### src/include/swo_pkg.sv
// Operation
// - Two reference clocks feed switchover mux.
// - Flag primary bad when it stops.
// - Flag secondary bad when it stops.
// - Manual mode: switch level selects clock.
// - Auto mode: switch input triggers switchover.
// - Drive switch-condition flag on switch cause.
// - Lost lock is a switchover cause.
// - Active clock output: 0 primary, 1 secondary.
// - Status outputs absent in manual-only mode.
// - Hold trigger high long enough.
// - Auto switch and manual trigger coexist.
// - Only trigger rising edge starts switchover.
// - Programmable delay up to 31 reference cycles.
// - Pulse PLL reset 10 ns after switchover; code pulses for one 40 ns cycle, on auto-mode switches only.
// - Drop phase-detector enable on clock bad.
// - Gate output clocks until lock stable.
// - Edge counters; count three flags other bad.
// - Gate mux on old falling edge first.
package swo_pkg;
   // Edge counter
   localparam int unsigned EDGE_BAD_CNT = 3;
   localparam int unsigned DLY_W        = 5;
   // Timing
   localparam int unsigned CLK_PERIOD_NS  = 40;
   localparam int unsigned ARESET_NS      = 10;
   localparam int unsigned ARESET_CYC_RAW = (ARESET_NS + CLK_PERIOD_NS - 1) / CLK_PERIOD_NS;
   localparam int unsigned ARESET_CYC     = (ARESET_CYC_RAW < 1) ? 1 : ARESET_CYC_RAW;
   localparam int unsigned LOCK_STABLE_CYC = 16;
   localparam int unsigned TRIG_MAX_CYC    = 255;
   // Register offsets
   localparam logic [7:0] CTRL_OFS   = 8'h00;
   localparam logic [7:0] CMD_OFS    = 8'h04;
   localparam logic [7:0] STAT_OFS   = 8'h08;
   localparam logic [7:0] IRQ_S_OFS  = 8'h0c;
   localparam logic [7:0] IRQ_M_OFS  = 8'h10;
   // CTRL fields
   localparam int unsigned CTRL_AUTO   = 0;
   localparam int unsigned CTRL_MSEL   = 1;
   localparam int unsigned CTRL_PFDH   = 2;
   localparam int unsigned CTRL_RSTSW  = 3;
   localparam int unsigned CTRL_DLY_LO = 8;
   localparam logic [31:0] CTRL_RST    = 32'h0000_0000;
   // CMD fields
   localparam int unsigned CMD_TRIG = 0;
   localparam int unsigned CMD_RST  = 1;
   // STAT and IRQ fields
   localparam int unsigned EV_BAD0   = 0;
   localparam int unsigned EV_BAD1   = 1;
   localparam int unsigned EV_COND   = 2;
   localparam int unsigned EV_ACT    = 3;
   localparam int unsigned EV_UNLOCK = 4;
   localparam int unsigned EV_W      = 5;
   typedef enum logic [1:0] {SW_IDLE, SW_DELAY, SW_GATE, SW_SWAP} sw_state_t;
endpackage : swo_pkg

### src/include/swo_if.sv
`timescale 1ns/1ps
`default_nettype none
interface swo_if;
   logic       ref_clk_primary;
   logic       ref_clk_secondary;
   logic       pll_locked;
   logic       switch_trig;
   logic       auto_en;
   logic [4:0] delay_sel;
   logic       primary_bad_flag;
   logic       secondary_bad_flag;
   logic       switch_cond;
   logic       active_clk;
   logic       pll_ref_clk;
   logic       pll_areset;
   logic       pfd_enable;
   logic       out_clk_en;
   modport device (
      input  ref_clk_primary, ref_clk_secondary, pll_locked,
      input  switch_trig, auto_en, delay_sel,
      output primary_bad_flag, secondary_bad_flag, switch_cond, active_clk, pll_ref_clk
   );
   modport user (
      input  pll_locked, primary_bad_flag, secondary_bad_flag, switch_cond, active_clk,
      output switch_trig, auto_en, delay_sel, pll_areset, pfd_enable, out_clk_en
   );
endinterface : swo_if
`default_nettype wire

### src/rtl/swo_device.sv
`timescale 1ns/1ps
`default_nettype none
module swo_device (
   // Clock and reset
   input  wire logic sys_clk_i,
   input  wire logic rst_b_i,
   // Link
   swo_if.device     lnk
);
   // Sampled pins, one stage for edge detection
   logic p_q_ff;
   logic s_q_ff;
   logic trig_q_ff;
   logic lock_q_ff;

   // Edge counters and flags
   logic [1:0] cnt0_ff;
   logic [1:0] cnt1_ff;
   logic [1:0] nxt_cnt0;
   logic [1:0] nxt_cnt1;
   logic       bad0_ff;
   logic       bad1_ff;
   logic       nxt_bad0;
   logic       nxt_bad1;

   // Switch sequencer
   swo_pkg::sw_state_t state_ff;
   swo_pkg::sw_state_t nxt_state;
   logic             sel_ff;
   logic             nxt_sel;
   logic             gate_ff;
   logic             nxt_gate;
   logic [4:0]       dly_ff;
   logic [4:0]       nxt_dly;
   logic             cond_ff;
   logic             nxt_cond;
   logic             refo_ff;
   logic             nxt_refo;

   // Edge decode
   wire p_rise    = lnk.ref_clk_primary & ~p_q_ff;
   wire s_rise    = lnk.ref_clk_secondary & ~s_q_ff;
   wire p_fall    = ~lnk.ref_clk_primary & p_q_ff;
   wire s_fall    = ~lnk.ref_clk_secondary & s_q_ff;
   wire trig_rise = lnk.switch_trig & ~trig_q_ff;
   wire lock_fall = ~lnk.pll_locked & lock_q_ff;

   // Old and new clock views
   wire old_fall   = sel_ff ? s_fall : p_fall;
   wire new_fall   = sel_ff ? p_fall : s_fall;
   wire old_bad    = sel_ff ? bad1_ff : bad0_ff;
   wire new_bad    = sel_ff ? bad0_ff : bad1_ff;
   // Dead old clock cannot count, so the delay runs on the new one
   wire dly_tick   = old_bad ? new_fall : old_fall;

   // Causes of a switchover
   wire man_cause  = ~lnk.auto_en & (lnk.switch_trig != sel_ff);
   wire auto_cause = lnk.auto_en & (trig_rise | lock_fall | old_bad);

   // Counter step, saturating at the bad threshold
   wire [1:0] inc0 = (cnt0_ff == 2'(swo_pkg::EDGE_BAD_CNT)) ? cnt0_ff : cnt0_ff + 2'h1;
   wire [1:0] inc1 = (cnt1_ff == 2'(swo_pkg::EDGE_BAD_CNT)) ? cnt1_ff : cnt1_ff + 2'h1;
   wire [1:0] step0 = p_rise ? inc0 : cnt0_ff;
   wire [1:0] step1 = s_rise ? inc1 : cnt1_ff;
   wire       alt   = (step0 != 2'h0) & (step1 != 2'h0);
   wire       hit0  = (step0 == 2'(swo_pkg::EDGE_BAD_CNT));
   wire       hit1  = (step1 == 2'(swo_pkg::EDGE_BAD_CNT));

   always_comb begin
      nxt_cnt0 = alt ? 2'h0 : step0;
      nxt_cnt1 = alt ? 2'h0 : step1;
      // Set wins: a fresh miss is flagged even on an alternation cycle
      nxt_bad0 = lnk.auto_en & (hit1 | (bad0_ff & ~alt));
      nxt_bad1 = lnk.auto_en & (hit0 | (bad1_ff & ~alt));
   end

   // Sequencer
   always_comb begin
      nxt_state = state_ff;
      nxt_sel   = sel_ff;
      nxt_gate  = gate_ff;
      nxt_dly   = dly_ff;
      nxt_cond  = cond_ff;
      unique case (state_ff)
         swo_pkg::SW_IDLE: begin
            if (man_cause | auto_cause) begin
               nxt_state = swo_pkg::SW_DELAY;
               nxt_dly   = lnk.delay_sel;
               nxt_cond  = lnk.auto_en;
            end
         end
         swo_pkg::SW_DELAY: begin
            if (dly_ff == 5'h00) begin
               nxt_state = swo_pkg::SW_GATE;
            end else if (dly_tick) begin
               nxt_dly = dly_ff - 5'h01;
            end
         end
         swo_pkg::SW_GATE: begin
            // Dead old clock has no falling edge left to wait for
            if (old_fall | old_bad) begin
               nxt_gate  = 1'b1;
               nxt_state = swo_pkg::SW_SWAP;
            end
         end
         swo_pkg::SW_SWAP: begin
            // Holds here while the target clock is missing
            if (new_fall & ~new_bad) begin
               nxt_sel   = ~sel_ff;
               nxt_gate  = 1'b0;
               nxt_state = swo_pkg::SW_IDLE;
               nxt_cond  = 1'b0;
            end
         end
      endcase
      if (!lnk.auto_en) begin
         nxt_cond = 1'b0;
      end
   end

   // Mux output, glitch-free through the gate
   always_comb begin
      nxt_refo = ~gate_ff & (sel_ff ? lnk.ref_clk_secondary : lnk.ref_clk_primary);
   end

   always_ff @(posedge sys_clk_i) begin
      if (!rst_b_i) begin
         p_q_ff    <= 1'b0;
         s_q_ff    <= 1'b0;
         trig_q_ff <= 1'b0;
         lock_q_ff <= 1'b0;
      end else begin
         p_q_ff    <= lnk.ref_clk_primary;
         s_q_ff    <= lnk.ref_clk_secondary;
         trig_q_ff <= lnk.switch_trig;
         lock_q_ff <= lnk.pll_locked;
      end
   end

   always_ff @(posedge sys_clk_i) begin
      if (!rst_b_i) begin
         cnt0_ff <= 2'h0;
         cnt1_ff <= 2'h0;
         bad0_ff <= 1'b0;
         bad1_ff <= 1'b0;
      end else begin
         cnt0_ff <= nxt_cnt0;
         cnt1_ff <= nxt_cnt1;
         bad0_ff <= nxt_bad0;
         bad1_ff <= nxt_bad1;
      end
   end

   always_ff @(posedge sys_clk_i) begin
      if (!rst_b_i) begin
         state_ff <= swo_pkg::SW_IDLE;
         sel_ff   <= 1'b0;
         gate_ff  <= 1'b0;
         dly_ff   <= 5'h00;
         cond_ff  <= 1'b0;
         refo_ff  <= 1'b0;
      end else begin
         state_ff <= nxt_state;
         sel_ff   <= nxt_sel;
         gate_ff  <= nxt_gate;
         dly_ff   <= nxt_dly;
         cond_ff  <= nxt_cond;
         refo_ff  <= nxt_refo;
      end
   end

   // Outputs
   assign lnk.primary_bad_flag   = bad0_ff;
   assign lnk.secondary_bad_flag = bad1_ff;
   assign lnk.switch_cond        = cond_ff;
   // Selection still follows in manual mode; only the report is hidden
   assign lnk.active_clk         = lnk.auto_en & sel_ff;
   assign lnk.pll_ref_clk        = refo_ff;

endmodule : swo_device
`default_nettype wire

### src/flat_wrapper.sv
// flat-port wrapper written by rule: the top's interface ports become plain ports
module swo_device_flat 
  (sys_clk_i, rst_b_i, lnk_ref_clk_primary, lnk_ref_clk_secondary, lnk_pll_locked, lnk_switch_trig, lnk_auto_en, lnk_delay_sel, lnk_primary_bad_flag, lnk_secondary_bad_flag, lnk_switch_cond, lnk_active_clk, lnk_pll_ref_clk);
  swo_if lnk_i ();
  input  wire logic sys_clk_i;
  input  wire logic rst_b_i;
  input wire logic [$bits(lnk_i.ref_clk_primary)-1:0] lnk_ref_clk_primary;
  input wire logic [$bits(lnk_i.ref_clk_secondary)-1:0] lnk_ref_clk_secondary;
  input wire logic [$bits(lnk_i.pll_locked)-1:0] lnk_pll_locked;
  input wire logic [$bits(lnk_i.switch_trig)-1:0] lnk_switch_trig;
  input wire logic [$bits(lnk_i.auto_en)-1:0] lnk_auto_en;
  input wire logic [$bits(lnk_i.delay_sel)-1:0] lnk_delay_sel;
  output wire logic [$bits(lnk_i.primary_bad_flag)-1:0] lnk_primary_bad_flag;
  output wire logic [$bits(lnk_i.secondary_bad_flag)-1:0] lnk_secondary_bad_flag;
  output wire logic [$bits(lnk_i.switch_cond)-1:0] lnk_switch_cond;
  output wire logic [$bits(lnk_i.active_clk)-1:0] lnk_active_clk;
  output wire logic [$bits(lnk_i.pll_ref_clk)-1:0] lnk_pll_ref_clk;
  assign lnk_i.ref_clk_primary = lnk_ref_clk_primary;
  assign lnk_i.ref_clk_secondary = lnk_ref_clk_secondary;
  assign lnk_i.pll_locked = lnk_pll_locked;
  assign lnk_i.switch_trig = lnk_switch_trig;
  assign lnk_i.auto_en = lnk_auto_en;
  assign lnk_i.delay_sel = lnk_delay_sel;
  assign lnk_primary_bad_flag = lnk_i.primary_bad_flag;
  assign lnk_secondary_bad_flag = lnk_i.secondary_bad_flag;
  assign lnk_switch_cond = lnk_i.switch_cond;
  assign lnk_active_clk = lnk_i.active_clk;
  assign lnk_pll_ref_clk = lnk_i.pll_ref_clk;
  swo_device u_core (.sys_clk_i(sys_clk_i), .rst_b_i(rst_b_i), .lnk(lnk_i));
endmodule
### config.mk
export PLATFORM = sky130hd
export DESIGN_NAME = swo_device_flat
export DESIGN_NICKNAME = d
export VERILOG_FILES = /design/src/include/swo_pkg.sv /design/src/include/swo_if.sv /design/src/rtl/swo_device.sv /design/src/flat_wrapper.sv
export SDC_FILE = /design/constraint.sdc
export NUM_CORES = 1
export LEC_CHECK = 0
export BUFFER_PORTS_ARGS = -buffer_cell sky130_fd_sc_hd__buf_4
export CAP_MARGIN = 40
export CELL_PAD_IN_SITES_DETAIL_PLACEMENT = 1
export CELL_PAD_IN_SITES_GLOBAL_PLACEMENT = 1
export CORE_ASPECT_RATIO = 0.9
export CORE_MARGIN = 10
export CORE_UTILIZATION = 41
export DETAILED_ROUTE_END_ITERATION = 16
export GPL_TIMING_DRIVEN = 0
export PLACE_DENSITY_LB_ADDON = 0.1
export SYNTH_ARGS = -nofsm -noshare
export SYNTH_HDL_FRONTEND = slang
export SYNTH_SLANG_ARGS = --single-unit
### constraint.sdc
create_clock -name sys_clk_i -period 2.65 [get_ports sys_clk_i]
set_input_delay 0.795 -clock sys_clk_i [delete_from_list [all_inputs] [get_ports sys_clk_i]]
set_output_delay 0.795 -clock sys_clk_i [all_outputs]
set_load 0.02 [all_outputs]
==> summary.md, run 1 <==
| Metric | Value |
|---|---|
| Number of placed instances, taps included | 179 |
| Worst-Margin Slew | 464.0 ps |
| Leakage | 0.5281 nW |
| Hold Violations, Final | 0 |
| Register share of total power | 38.4% |
| Leading register cell type out of synthesis | sky130_fd_sc_hd__dfxtp_1 |
| Async SR Flop Fraction | 0% |
| Max rail drop VDD | 0.4958 mV |
| Hpwl dp | 2328 um |
| Number of failing setup endpoints in the final timing report | 0 |
| Net switching power figure | 451.0 uW |
| Worst hold path type | flip-flop to flip-flop |
| Xor/xnor cell area share of the yosys netlist | 0.7692% |
| Proportion of power drawn by the clock network | 14.2% |
| Max Fanout on Critical Path | 10 |
| Number of warnings printed during yosys synthesis | 0 |
| Max Fclk | 402.8 MHz |
| Crit path depth | 8 |
| Period utilization | 93.68% |
| Mean instance size in the synthesized netlist | 8.561 sq um |
| Post-synth design cell area | 1139 sq um |
| Global-route wire length before repair | 5154 um |
| Number of vias per cell after detailed routing | 5.492 |
| Detailed-router iteration count before antenna repair | 4 |
| Number of standard cells in the final layout excluding fillers | 183 |
| Number of cells produced by synthesis | 133 |
| Crit start category | flip-flop |
| Peak per-stage delay on the critical path | 580 ps |
| Number of global-route vias before repair | 1073 |
| Layout cell share with drive strength beyond 1 | 19.61% |
| Critical-path top delay cell | sky130_fd_sc_hd__or4_4 |
| Worst Setup End Kind | flip-flop |
| Clock period minus worst slack | 2482 ps |
| Summed negative setup slack over all endpoints | 0 ps |
| Setup Skew | 1.474 ps |
| Share of the core filled with cells | 48.94% |
| Number of design rule violations left after detail routing | 0 |
| RSZ-0062 raised after global routing | false |
| Seq/Total Area, Yosys | 36.92% |
| Post-synthesis mux area share | 3.626% |
| Placer Congestion | 0.7228 |
| Total of fill cells in the finished design | 331 |
| List of cells traversed by the critical path | inv_1 -> ha_1 -> clkbuf_1 -> clkinv_1 -> a211oi_1 -> or4_4 -> or2_4 -> a311o_1 |
| Biggest area contributors in the synthesized netlist | sky130_fd_sc_hd__dfxtp_1, sky130_fd_sc_hd__ha_1, sky130_fd_sc_hd__nor2_1 |
| Dpl cell area | 1296 sq um |
| Startpoint of the most critical setup path | u_core.state_ff[1] |
| Number of nets in the synthesized netlist | 150 |
| Global Route Usage Sum | 12.11% |
| Cell internal pwr | 682.7 uW |
| Endpoint of the lowest-slack register-to-register path | u_core.dly_ff[4] |
| Buffers on Ports | 16 |
| CTS sink count | 21 |
| Max-cap viol count | 0 |
| Final #Nets | 171 |
| Worst slew slack as a fraction of its limit | 69.07% |
| Via total after detailed routing | 1005 |
| Number of antenna cells inserted | 0 |
| Clock slew seen by the registers of the worst setup and hold paths | 120 ps |
| Worst setup slack for register-to-register paths | 170 ps |
| H-tree levels | 1 |
| Setup ws final | 167.5 ps |
| Placement Setup Slack | 105.3 ps |
| Synth-to-Final Area Change | 16.15% |
| Part of the total power dissipated in combinational logic | 47.4% |
| Count of hold buffers inserted by post-cts repair | 0 |
| Clock buffer depth | 2 |
| Maximum number of pins on one net before global-route repair | 12 |
| Worst endpoint data arrival time | 2690 ps |
| Kind of cell adding the most delay to the critical path | simple AND/OR/NAND/NOR gates |
| Power per cell area | 857.2 nW/um^2 |
| Total of cells resized after clock tree synthesis | 0 |
| Fin area | 1323 sq um |
| Path depth of the worst reg2reg path | 8 |
| Vertical die dimension | 70.00 um |
| Critical Path RT | 2860 ps |
| Worst setup path class | flip-flop to flip-flop |
| Number of enable-type register cells in the synthesized netlist | 0 |
| Area of the core region | 2703 sq um |
| CTS tree | built |
| Number of placed I/O pins | 17 |
| Clk_lat worst skew | 310 ps |
| Clock Tree Root | sky130_fd_sc_hd__clkbuf_4 |
| Post-synthesis sequential element count | 21 |
| Reg2reg start | u_core.state_ff[1] |
| Number of buffers added by the clock tree synthesis step | 3 |
| Setup fix buffers added after clock tree synthesis | 0 |
| Antenna-violating nets left | 0 |
| Horizontal die dimension | 75.55 um |
| Number of distinct standard cells referenced by the synthesized netlist | 44 |
| Switching share of power | 39.78% |
| Top cell type's share of synthesized area | 36.92% |
| DRT Wirelength | 2941 um |
| Worst setup path endpoint | u_core.dly_ff[4] |
| Max-slew violations | 0 |
| Leading area contributor after synthesis | sky130_fd_sc_hd__dfxtp_1 |
| Most common cell in the netlist | sky130_fd_sc_hd__dfxtp_1 |
| Commonest cells post-synth | sky130_fd_sc_hd__dfxtp_1, sky130_fd_sc_hd__nor2_1, sky130_fd_sc_hd__nand2_1 |
| Number of core rows | 18 |
| Fraction of the mapped netlist area in simple logic gates | 25.93% |
| Area share of fa/ha/maj cells after synthesis | 5.495% |
| Die Footprint | 5288 sq um |
| Combinational family with the most area after synthesis | simple AND/OR/NAND/NOR gates |
| Per-cell routed wire length | 16.07 um |
| Number of antenna violations at the first check in global routing | 0 |
| Synth Area in Compound Gates | 22.20% |
| Initial standard-cell utilization of the core | 42.13% |
| Global route total overflow | 0 |
| CP bufs+invs | 3 |
| DRT iter0 DRCs | 75 |
| Result of the run | finished, final reports clean |
-- sequential cells by signal, indices dropped and copies added, names as in the netlist --
signal	flops
u_core.lnk.switch_cond	1
u_core.lnk.pll_ref_clk	1
u_core.state_ff	2
u_core.dly_ff	5
u_core.p_q_ff	1
u_core.trig_q_ff	1
u_core.cnt1_ff	2
u_core.lock_q_ff	1
u_core.s_q_ff	1
u_core.gate_ff	1
u_core.lnk.primary_bad_flag	1
u_core.lnk.secondary_bad_flag	1
u_core.sel_ff	1
u_core.cnt0_ff	2
-- tightest hold or removal path, stage by stage, from the launching register on --
cell and delay [ps]:
sky130_fd_sc_hd__dfxtp_1 340, sky130_fd_sc_hd__nand2_1 60, sky130_fd_sc_hd__o22ai_1 60
-- power groups by stage --
| stage | combinational (mW) | clock, mW | sequential, mW |
|---|---|---|---|
| after global routing | 0.604 | 0.183 | 0.445 |
| after detailed placement | 0.535 | 0 | 0.442 |
| final | 0.537 | 0.161 | 0.436 |
| after global placement | 0.511 | 0 | 0.436 |
| after CTS | 0.537 | 0.166 | 0.434 |
| after floorplan | 0.395 | 0 | 0.432 |
-- placed cells by master (no fill, tap or decap), types with 2 or more instances in the layout --
cell type	instances
sky130_fd_sc_hd__clkbuf_1	4
sky130_fd_sc_hd__buf_4	16
sky130_fd_sc_hd__o21ai_0	8
sky130_fd_sc_hd__a22oi_1	3
sky130_fd_sc_hd__o211ai_1	2
sky130_fd_sc_hd__o22ai_1	2
sky130_fd_sc_hd__a21oi_1	6
sky130_fd_sc_hd__or2_2	3
sky130_fd_sc_hd__a22o_1	2
sky130_fd_sc_hd__nor2_1	14
sky130_fd_sc_hd__clkbuf_4	3
sky130_fd_sc_hd__nor3b_1	2
sky130_fd_sc_hd__and2_1	6
sky130_fd_sc_hd__nand2_1	9
sky130_fd_sc_hd__dfxtp_1	21
sky130_fd_sc_hd__ha_1	5
sky130_fd_sc_hd__o311ai_0	2
sky130_fd_sc_hd__a211oi_1	2
sky130_fd_sc_hd__nor3_1	2
sky130_fd_sc_hd__mux2i_1	3
sky130_fd_sc_hd__inv_1	7
sky130_fd_sc_hd__nor2b_1	7
-- routing by layer --
metal  track usage, %  share of wire [%]
met2            20.21                 52
met1            14.57                 44
met5                0                  0
met3            4.096                3.7
met4            2.062               0.37
-- kinds of logic (layout without fill, tap and decap cells) --
kind of cell / count (synthesis) / count (layout)
xor+xnor: 1 / 1
mux: 4 / 4
buf+inv: 13 / 33
fa+ha+maj: 5 / 5
simple gates: 53 / 53
compound gates: 36 / 36
flops: 21 / 21
-- cell type report --
class,instances,area (sq um),share of cell area [%]
flip-flops and latches,21,420.4,31.79
multi-input cells,99,660.6,49.95
well taps,30,37.54,2.838
clock buffers,4,26.28,1.987
repair buffers,16,120.1,9.082
inverters,8,30.03,2.271
plain buffers,5,27.53,2.081
-- worst min path at each step --
stage                     startpoint                endpoint  slack, ps  cells after the start
finish              u_core.dly_ff[0]        u_core.dly_ff[0]        500                      2
global route          u_core.gate_ff  u_core.lnk.pll_ref_clk        520                      1
CTS                   u_core.gate_ff  u_core.lnk.pll_ref_clk        500                      1
detailed placement    u_core.gate_ff  u_core.lnk.pll_ref_clk        460                      1
global placement      u_core.gate_ff  u_core.lnk.pll_ref_clk        440                      1
floorplan             u_core.gate_ff  u_core.lnk.pll_ref_clk        420                      1
-- through the flow --
stage / total power, mW / hold slack, ps
detailed placement: 0.9772 / 461.9
CTS: 1.138 / 495.2
global placement: 0.9471 / 435.0
global route: 1.232 / 515.9
floorplan: 0.8270 / 415.3
finish: 1.134 / 496.8
Note: power is estimated with default switching activity, not from simulation.
==> inputs of run 2 (changes only) <==
--- a/config.mk
+++ b/config.mk
@@ -15,6 +15,7 @@
 export DETAILED_ROUTE_END_ITERATION = 16
 export GPL_TIMING_DRIVEN = 0
 export PLACE_DENSITY_LB_ADDON = 0.1
+export RECOVER_POWER = 100
 export SYNTH_ARGS = -nofsm -noshare
 export SYNTH_HDL_FRONTEND = slang
 export SYNTH_SLANG_ARGS = --single-unit
==> run 2 against run 1 <==
Compared with the run above: sequential share of layout area rose by 0.87 points; via count did not move; cell count did not move.
==> summary.md, run 2 (same netlist as run 1, synthesis figures left out) <==
| Metric | Value |
|---|---|
| Detailed-router iteration count before antenna repair | 4 (unchanged) |
| Vertical die dimension | 70.00 um (unchanged) |
| DRT iter0 DRCs | 87 (+16%) |
| Clk_lat worst skew | 310 ps (about the same) |
| Number of antenna violations at the first check in global routing | 0 (unchanged) |
| Number of standard cells in the final layout excluding fillers | 183 (unchanged) |
| Global-route wire length before repair | 5154 um (unchanged) |
| Result of the run | finished, final reports clean |
| Worst hold path type | flip-flop to flip-flop |
| Maximum number of pins on one net before global-route repair | 12 (unchanged) |
| Leakage | 0.4900 nW (-7.2%) |
| Total of cells resized after clock tree synthesis | 0 (unchanged) |
| Crit start category | flip-flop |
| Highest-count cells in the layout ignoring fill and taps | sky130_fd_sc_hd__dfxtp_1, sky130_fd_sc_hd__nor2_1, sky130_fd_sc_hd__clkbuf_1 |
| Summed negative setup slack over all endpoints | 0 ps (unchanged) |
| Number of core rows | 18 (unchanged) |
| Final #Nets | 171 (unchanged) |
| Worst-Margin Slew | 463.9 ps (-0.03791 ps) |
| Number of antenna cells inserted | 0 (unchanged) |
| Share of the core filled with cells | 47.64% (-1.3 points) |
| Layout cell share with drive strength beyond 1 | 13.73% (-5.9 points) |
| Worst slew slack as a fraction of its limit | 69.07% (about the same) |
| Number of placed instances, taps included | 179 (unchanged) |
| Critical Path RT | 2860 ps (about the same) |
| Global Route Usage Sum | 12.11% (unchanged) |
| Worst endpoint data arrival time | 2690 ps (about the same) |
| Global route total overflow | 0 (unchanged) |
| Fin area | 1287 sq um (-2.6%) |
| Number of failing setup endpoints in the final timing report | 0 (unchanged) |
| CTS tree | built |
| Number of design rule violations left after detail routing | 0 (unchanged) |
| Number of placed I/O pins | 17 (unchanged) |
| DRT Wirelength | 2947 um (+0.20%) |
| Hpwl dp | 2328 um (unchanged) |
| Setup Skew | 0.7124 ps (-0.7614 ps) |
| Max-slew violations | 0 (unchanged) |
| Max rail drop VDD | 0.4976 mV (+0.35%) |
| Dpl cell area | 1296 sq um (unchanged) |
| Horizontal die dimension | 75.55 um (unchanged) |
| Initial standard-cell utilization of the core | 42.13% (unchanged) |
| Number of global-route vias before repair | 1073 (unchanged) |
| H-tree levels | 1 (unchanged) |
| Endpoint of the lowest-slack register-to-register path | u_core.dly_ff[4] |
| Total of fill cells in the finished design | 337 (+1.8%) |
| Synth-to-Final Area Change | 13.08% |
| Via total after detailed routing | 1005 (unchanged) |
| Die Footprint | 5288 sq um (unchanged) |
| Placement Setup Slack | 105.3 ps (unchanged) |
| Worst setup slack for register-to-register paths | 170 ps (about the same) |
| Hold Violations, Final | 0 (unchanged) |
| Antenna-violating nets left | 0 (unchanged) |
| CTS sink count | 21 (unchanged) |
| Worst Setup End Kind | flip-flop |
| Area occupied by multi-input gates | 660.6 sq um (unchanged) |
| Path depth of the worst reg2reg path | 8 (unchanged) |
| Power per cell area | 874.1 nW/um^2 (+2.0%) |
| Max Fclk | 403.2 MHz (about the same) |
| Buffers on Ports | 16 (unchanged) |
| Number of buffers added by the clock tree synthesis step | 3 (unchanged) |
| Clock slew seen by the registers of the worst setup and hold paths | 120 ps (about the same) |
| Clock period minus worst slack | 2480 ps (-2.272 ps) |
| Worst setup path endpoint | u_core.dly_ff[4] |
| Clock Tree Root | sky130_fd_sc_hd__clkbuf_4 |
| Setup ws final | 169.8 ps (+2.272 ps) |
| Reg2reg start | u_core.state_ff[1] |
| Max FFs per register | 5 (unchanged) |
| Most frequent standard cell in the layout excluding fill and tap cells | sky130_fd_sc_hd__dfxtp_1 |
| Max Fanout on Critical Path | 10 (unchanged) |
| Count of hold buffers inserted by post-cts repair | 0 (unchanged) |
| Total power draw | 1.125 mW (-0.73%) |
| Clock buffer depth | 2 (unchanged) |
| Max-cap viol count | 0 (unchanged) |
| Worst setup path class | flip-flop to flip-flop |
| Startpoint of the most critical setup path | u_core.state_ff[1] |
| Register with the most flip-flops | u_core.dly_ff |
| Total area of sequential cells | 420.4 sq um (unchanged) |
| Area of the core region | 2703 sq um (unchanged) |
| Number of vias per cell after detailed routing | 5.492 (unchanged) |
| Per-cell routed wire length | 16.10 um (+0.20%) |
| Hold WS | 496.9 ps (+0.09500 ps) |
| RSZ-0062 raised after global routing | false |
| Period utilization | 93.59% (about the same) |
| Setup fix buffers added after clock tree synthesis | 0 (unchanged) |
| Placer Congestion | 0.7228 (unchanged) |
## run 2: changes by cell type in the layout (fill, tap and decap cells not counted), sizes merged
cell,previous run,this run
buf,18,9
clkbuf,7,16
## run 2: layout make-up
type                       instances  area share [%]
buffer                             5           1.458
clock buffer                       4           2.041
timing repair buffer              16           7.289
tap                               30           2.915
multi-input combinational         99           51.31
sequential                        21           32.65
inverter                           8           2.332
## run 2: metal layers
layer  track usage (%)  up-vias  part of all wire (%)
met5                 0        -                     0
met4             2.062        0                  0.37
met3             4.096        2                   3.2
met2             20.21       10                    52
met1             14.57      477                    45
li1                  -      516                     -
## run 2: how the worst min path moves through the flow
stage	start	cells past startpoint	end	slack, ps
floorplan	u_core.gate_ff	1	u_core.lnk.pll_ref_clk	420
global placement	u_core.gate_ff	1	u_core.lnk.pll_ref_clk	440
detailed placement	u_core.gate_ff	1	u_core.lnk.pll_ref_clk	460
CTS	u_core.gate_ff	1	u_core.lnk.pll_ref_clk	500
global route	u_core.gate_ff	1	u_core.lnk.pll_ref_clk	520
finish	u_core.dly_ff[0]	2	u_core.dly_ff[0]	500
## run 2: report_power, final
group,switching [mW],internal (mW),total [mW]
sequential,0.0549,0.381,0.435
clock,0.102,0.0588,0.161
combinational,0.295,0.234,0.529
## run 2: worst max-delay path, cell delays in order, from the launching register on
cell	delay, ps
sky130_fd_sc_hd__dfxtp_1	390
sky130_fd_sc_hd__inv_1	80
sky130_fd_sc_hd__ha_1	170
sky130_fd_sc_hd__clkbuf_1	220
sky130_fd_sc_hd__clkinv_1	230
sky130_fd_sc_hd__a211oi_1	70
sky130_fd_sc_hd__or4_4	580
sky130_fd_sc_hd__or2_4	280
sky130_fd_sc_hd__a311o_1	350
==> inputs of run 3 (changes only) <==
==> constraint.sdc (replaced) <==
create_clock -name sys_clk_i -period 2.65 [get_ports sys_clk_i]
set_input_delay 0.265 -clock sys_clk_i [delete_from_list [all_inputs] [get_ports sys_clk_i]]
set_output_delay 0.265 -clock sys_clk_i [all_outputs]
set_load 0.02 [all_outputs]
==> run 3 against run 2 <==
Compared with the run above: clock power about the same; worst hold slack worse by 340 ps; clock skew about the same; largest power group unchanged; non-clock buffer count unchanged; power about the same; via count unchanged; routed wire length about the same; sequential power about the same; cell area up 0.58%; sequential cell count unchanged.
==> summary.md, run 3 (same netlist as run 1, synthesis figures left out) <==
| Metric | Value |
|---|---|
| Reg2reg start | u_core.state_ff[1] |
| Count of hold buffers inserted by post-cts repair | 0 (unchanged) |
| List of cells traversed by the critical path | inv_1 -> ha_1 -> clkbuf_1 -> clkinv_1 -> a211oi_1 -> or4_4 -> or2_4 -> a311o_1 |
| Period utilization | 93.59% (about the same) |
| Number of antenna cells inserted | 0 (unchanged) |
| Leakage | 0.4969 nW (+1.4%) |
| CTS sink count | 21 (unchanged) |
| Summed negative setup slack over all endpoints | 0 ps (unchanged) |
| H-tree levels | 1 (unchanged) |
| Horizontal die dimension | 75.55 um (unchanged) |
| Critical-path top delay cell | sky130_fd_sc_hd__or4_4 |
| Peak per-stage delay on the critical path | 580 ps (about the same) |
| Worst setup slack for register-to-register paths | 170 ps (about the same) |
| Crit start category | flip-flop |
| Per-cell routed wire length | 16.11 um (about the same) |
| Total of cells resized after clock tree synthesis | 0 (unchanged) |
| Worst slew slack as a fraction of its limit | 69.07% (unchanged) |
| Final #Nets | 171 (unchanged) |
| Number of buffers added by the clock tree synthesis step | 3 (unchanged) |
| Number of vias per cell after detailed routing | 5.492 (unchanged) |
| Number of cells traversed by the worst hold path | 2 (unchanged) |
| Detailed-router iteration count before antenna repair | 4 (unchanged) |
| Number of core rows | 18 (unchanged) |
| Max-cap viol count | 0 (unchanged) |
| Via total after detailed routing | 1005 (unchanged) |
| Area of the core region | 2703 sq um (unchanged) |
| Clock Tree Root | sky130_fd_sc_hd__clkbuf_4 |
| Setup Skew | 0.7223 ps (+0.009826 ps) |
| Worst Setup End Kind | flip-flop |
| Number of antenna violations at the first check in global routing | 0 (unchanged) |
| Die Footprint | 5288 sq um (unchanged) |
| Maximum number of pins on one net before global-route repair | 12 (unchanged) |
| Most frequent standard cell in the layout excluding fill and tap cells | sky130_fd_sc_hd__dfxtp_1 |
| Worst-Margin Slew | 463.9 ps (unchanged) |
| Endpoint, Worst Hold | u_core.lock_q_ff |
| Number of design rule violations left after detail routing | 0 (unchanged) |
| Antenna-violating nets left | 0 (unchanged) |
| Number of global-route vias before repair | 1073 (unchanged) |
| Worst setup path class | flip-flop to flip-flop |
| Clock slew seen by the registers of the worst setup and hold paths | 120 ps (about the same) |
| Max Fclk | 403.2 MHz (about the same) |
| Register with the most flip-flops | u_core.dly_ff |
| Setup fix buffers added after clock tree synthesis | 0 (unchanged) |
| Endpoint of the lowest-slack register-to-register path | u_core.dly_ff[4] |
| Worst hold path type | input pin to flip-flop |
| Min-Delay Startpoint | lnk_pll_locked |
| Highest-count cells in the layout ignoring fill and taps | sky130_fd_sc_hd__dfxtp_1, sky130_fd_sc_hd__nor2_1, sky130_fd_sc_hd__clkbuf_1, sky130_fd_sc_hd__buf_4, sky130_fd_sc_hd__nand2_1 |
| Clk_lat worst skew | 310 ps (about the same) |
| Path depth of the worst reg2reg path | 8 (unchanged) |
| Buffers on Ports | 16 (unchanged) |
| Placer Congestion | 0.7228 (unchanged) |
| Global route total overflow | 0 (unchanged) |
| Number of placed I/O pins | 17 (unchanged) |
| Worst endpoint data arrival time | 2690 ps (about the same) |
| Number of failing setup endpoints in the final timing report | 0 (unchanged) |
| Global-route wire length before repair | 5154 um (unchanged) |
| Clock period minus worst slack | 2480 ps (+0.01500 ps) |
| Share of the core filled with cells | 47.92% (+0.28 points) |
| DRT Wirelength | 2949 um (about the same) |
| Result of the run | finished, final reports clean |
| Hold Violations, Final | 0 (unchanged) |
| Power per cell area | 869.7 nW/um^2 (-0.51%) |
| RSZ-0062 raised after global routing | false |
| Layout cell share with drive strength beyond 1 | 15.03% (+1.3 points) |
| Max FFs per register | 5 (unchanged) |
| Synth-to-Final Area Change | 13.74% |
| DRT iter0 DRCs | 87 (unchanged) |
| Max-slew violations | 0 (unchanged) |
| Initial standard-cell utilization of the core | 42.13% (unchanged) |
| Hpwl dp | 2328 um (unchanged) |
| Global Route Usage Sum | 12.11% (unchanged) |
| Max rail drop VDD | 0.4976 mV (about the same) |
| Critical Path RT | 2860 ps (about the same) |
| Clock buffer depth | 2 (unchanged) |
| CTS tree | built |
| Vertical die dimension | 70.00 um (unchanged) |
| Max Fanout on Critical Path | 10 (unchanged) |
run 3: worst max-delay path by stage:
stage / from / end / slack, ps / cells past startpoint
after global placement: u_core.state_ff[1] / u_core.dly_ff[4] / 200 / 8
after CTS: u_core.state_ff[1] / u_core.dly_ff[4] / 170 / 8
after floorplan: u_core.state_ff[1] / u_core.dly_ff[4] / 440 / 8
final: u_core.state_ff[1] / u_core.dly_ff[4] / 170 / 8
after detailed placement: u_core.state_ff[1] / u_core.dly_ff[1] / 190 / 8
after global routing: u_core.state_ff[1] / u_core.dly_ff[1] / 2 / 8
run 3: cell type report:
class                           instances  area [sq um]
Fill cell                             335          1408
Tap cell                               30         37.54
Inverter                                8         30.03
Multi-Input combinational cell         99         660.6
Clock buffer                            4         26.28
Buffer                                  5         18.77
Sequential cell                        21         420.4
Timing Repair Buffer                   16         101.3
run 3: report_power, final:
part,leakage (nW),internal [mW],switching [mW]
sequential,0.173,0.381,0.0549
combinational,0.309,0.235,0.295
clock,0.0150,0.0588,0.102
run 3: worst max-delay path: cells and delay by family (launching register included):
| kind | cells | cell delay (ps) |
|---|---|---|
| simple gates | 2 | 860 |
| compound gates | 2 | 420 |
| fa+ha+maj | 1 | 170 |
| flops | 1 | 390 |
| buf+inv | 3 | 530 |
run 3: metrics by stage:
step | hold WS (ps) | power [mW] | setup WS [ps] | area [sq um] | instances
after floorplan | 386.7 | 0.8270 | 443.1 | 1139 | 133
after global placement | 435.0 | 0.9471 | 198.6 | 1296 | 179
after detailed placement | 461.9 | 0.9772 | 185.1 | 1296 | 179
after CTS | 154.8 | 1.138 | 165.1 | 1323 | 183
after global routing | 149.8 | 1.224 | 1.913 | 1295 | 183
final | 159.3 | 1.126 | 169.8 | 1295 | 183
run 3: layer usage:
layer | wire [um] | GRT usage, %
met1 | 1320 | 14.57
met3 | 94 | 4.096
met2 | 1523 | 20.21
met4 | 11 | 2.062
met5 | 0 | 0
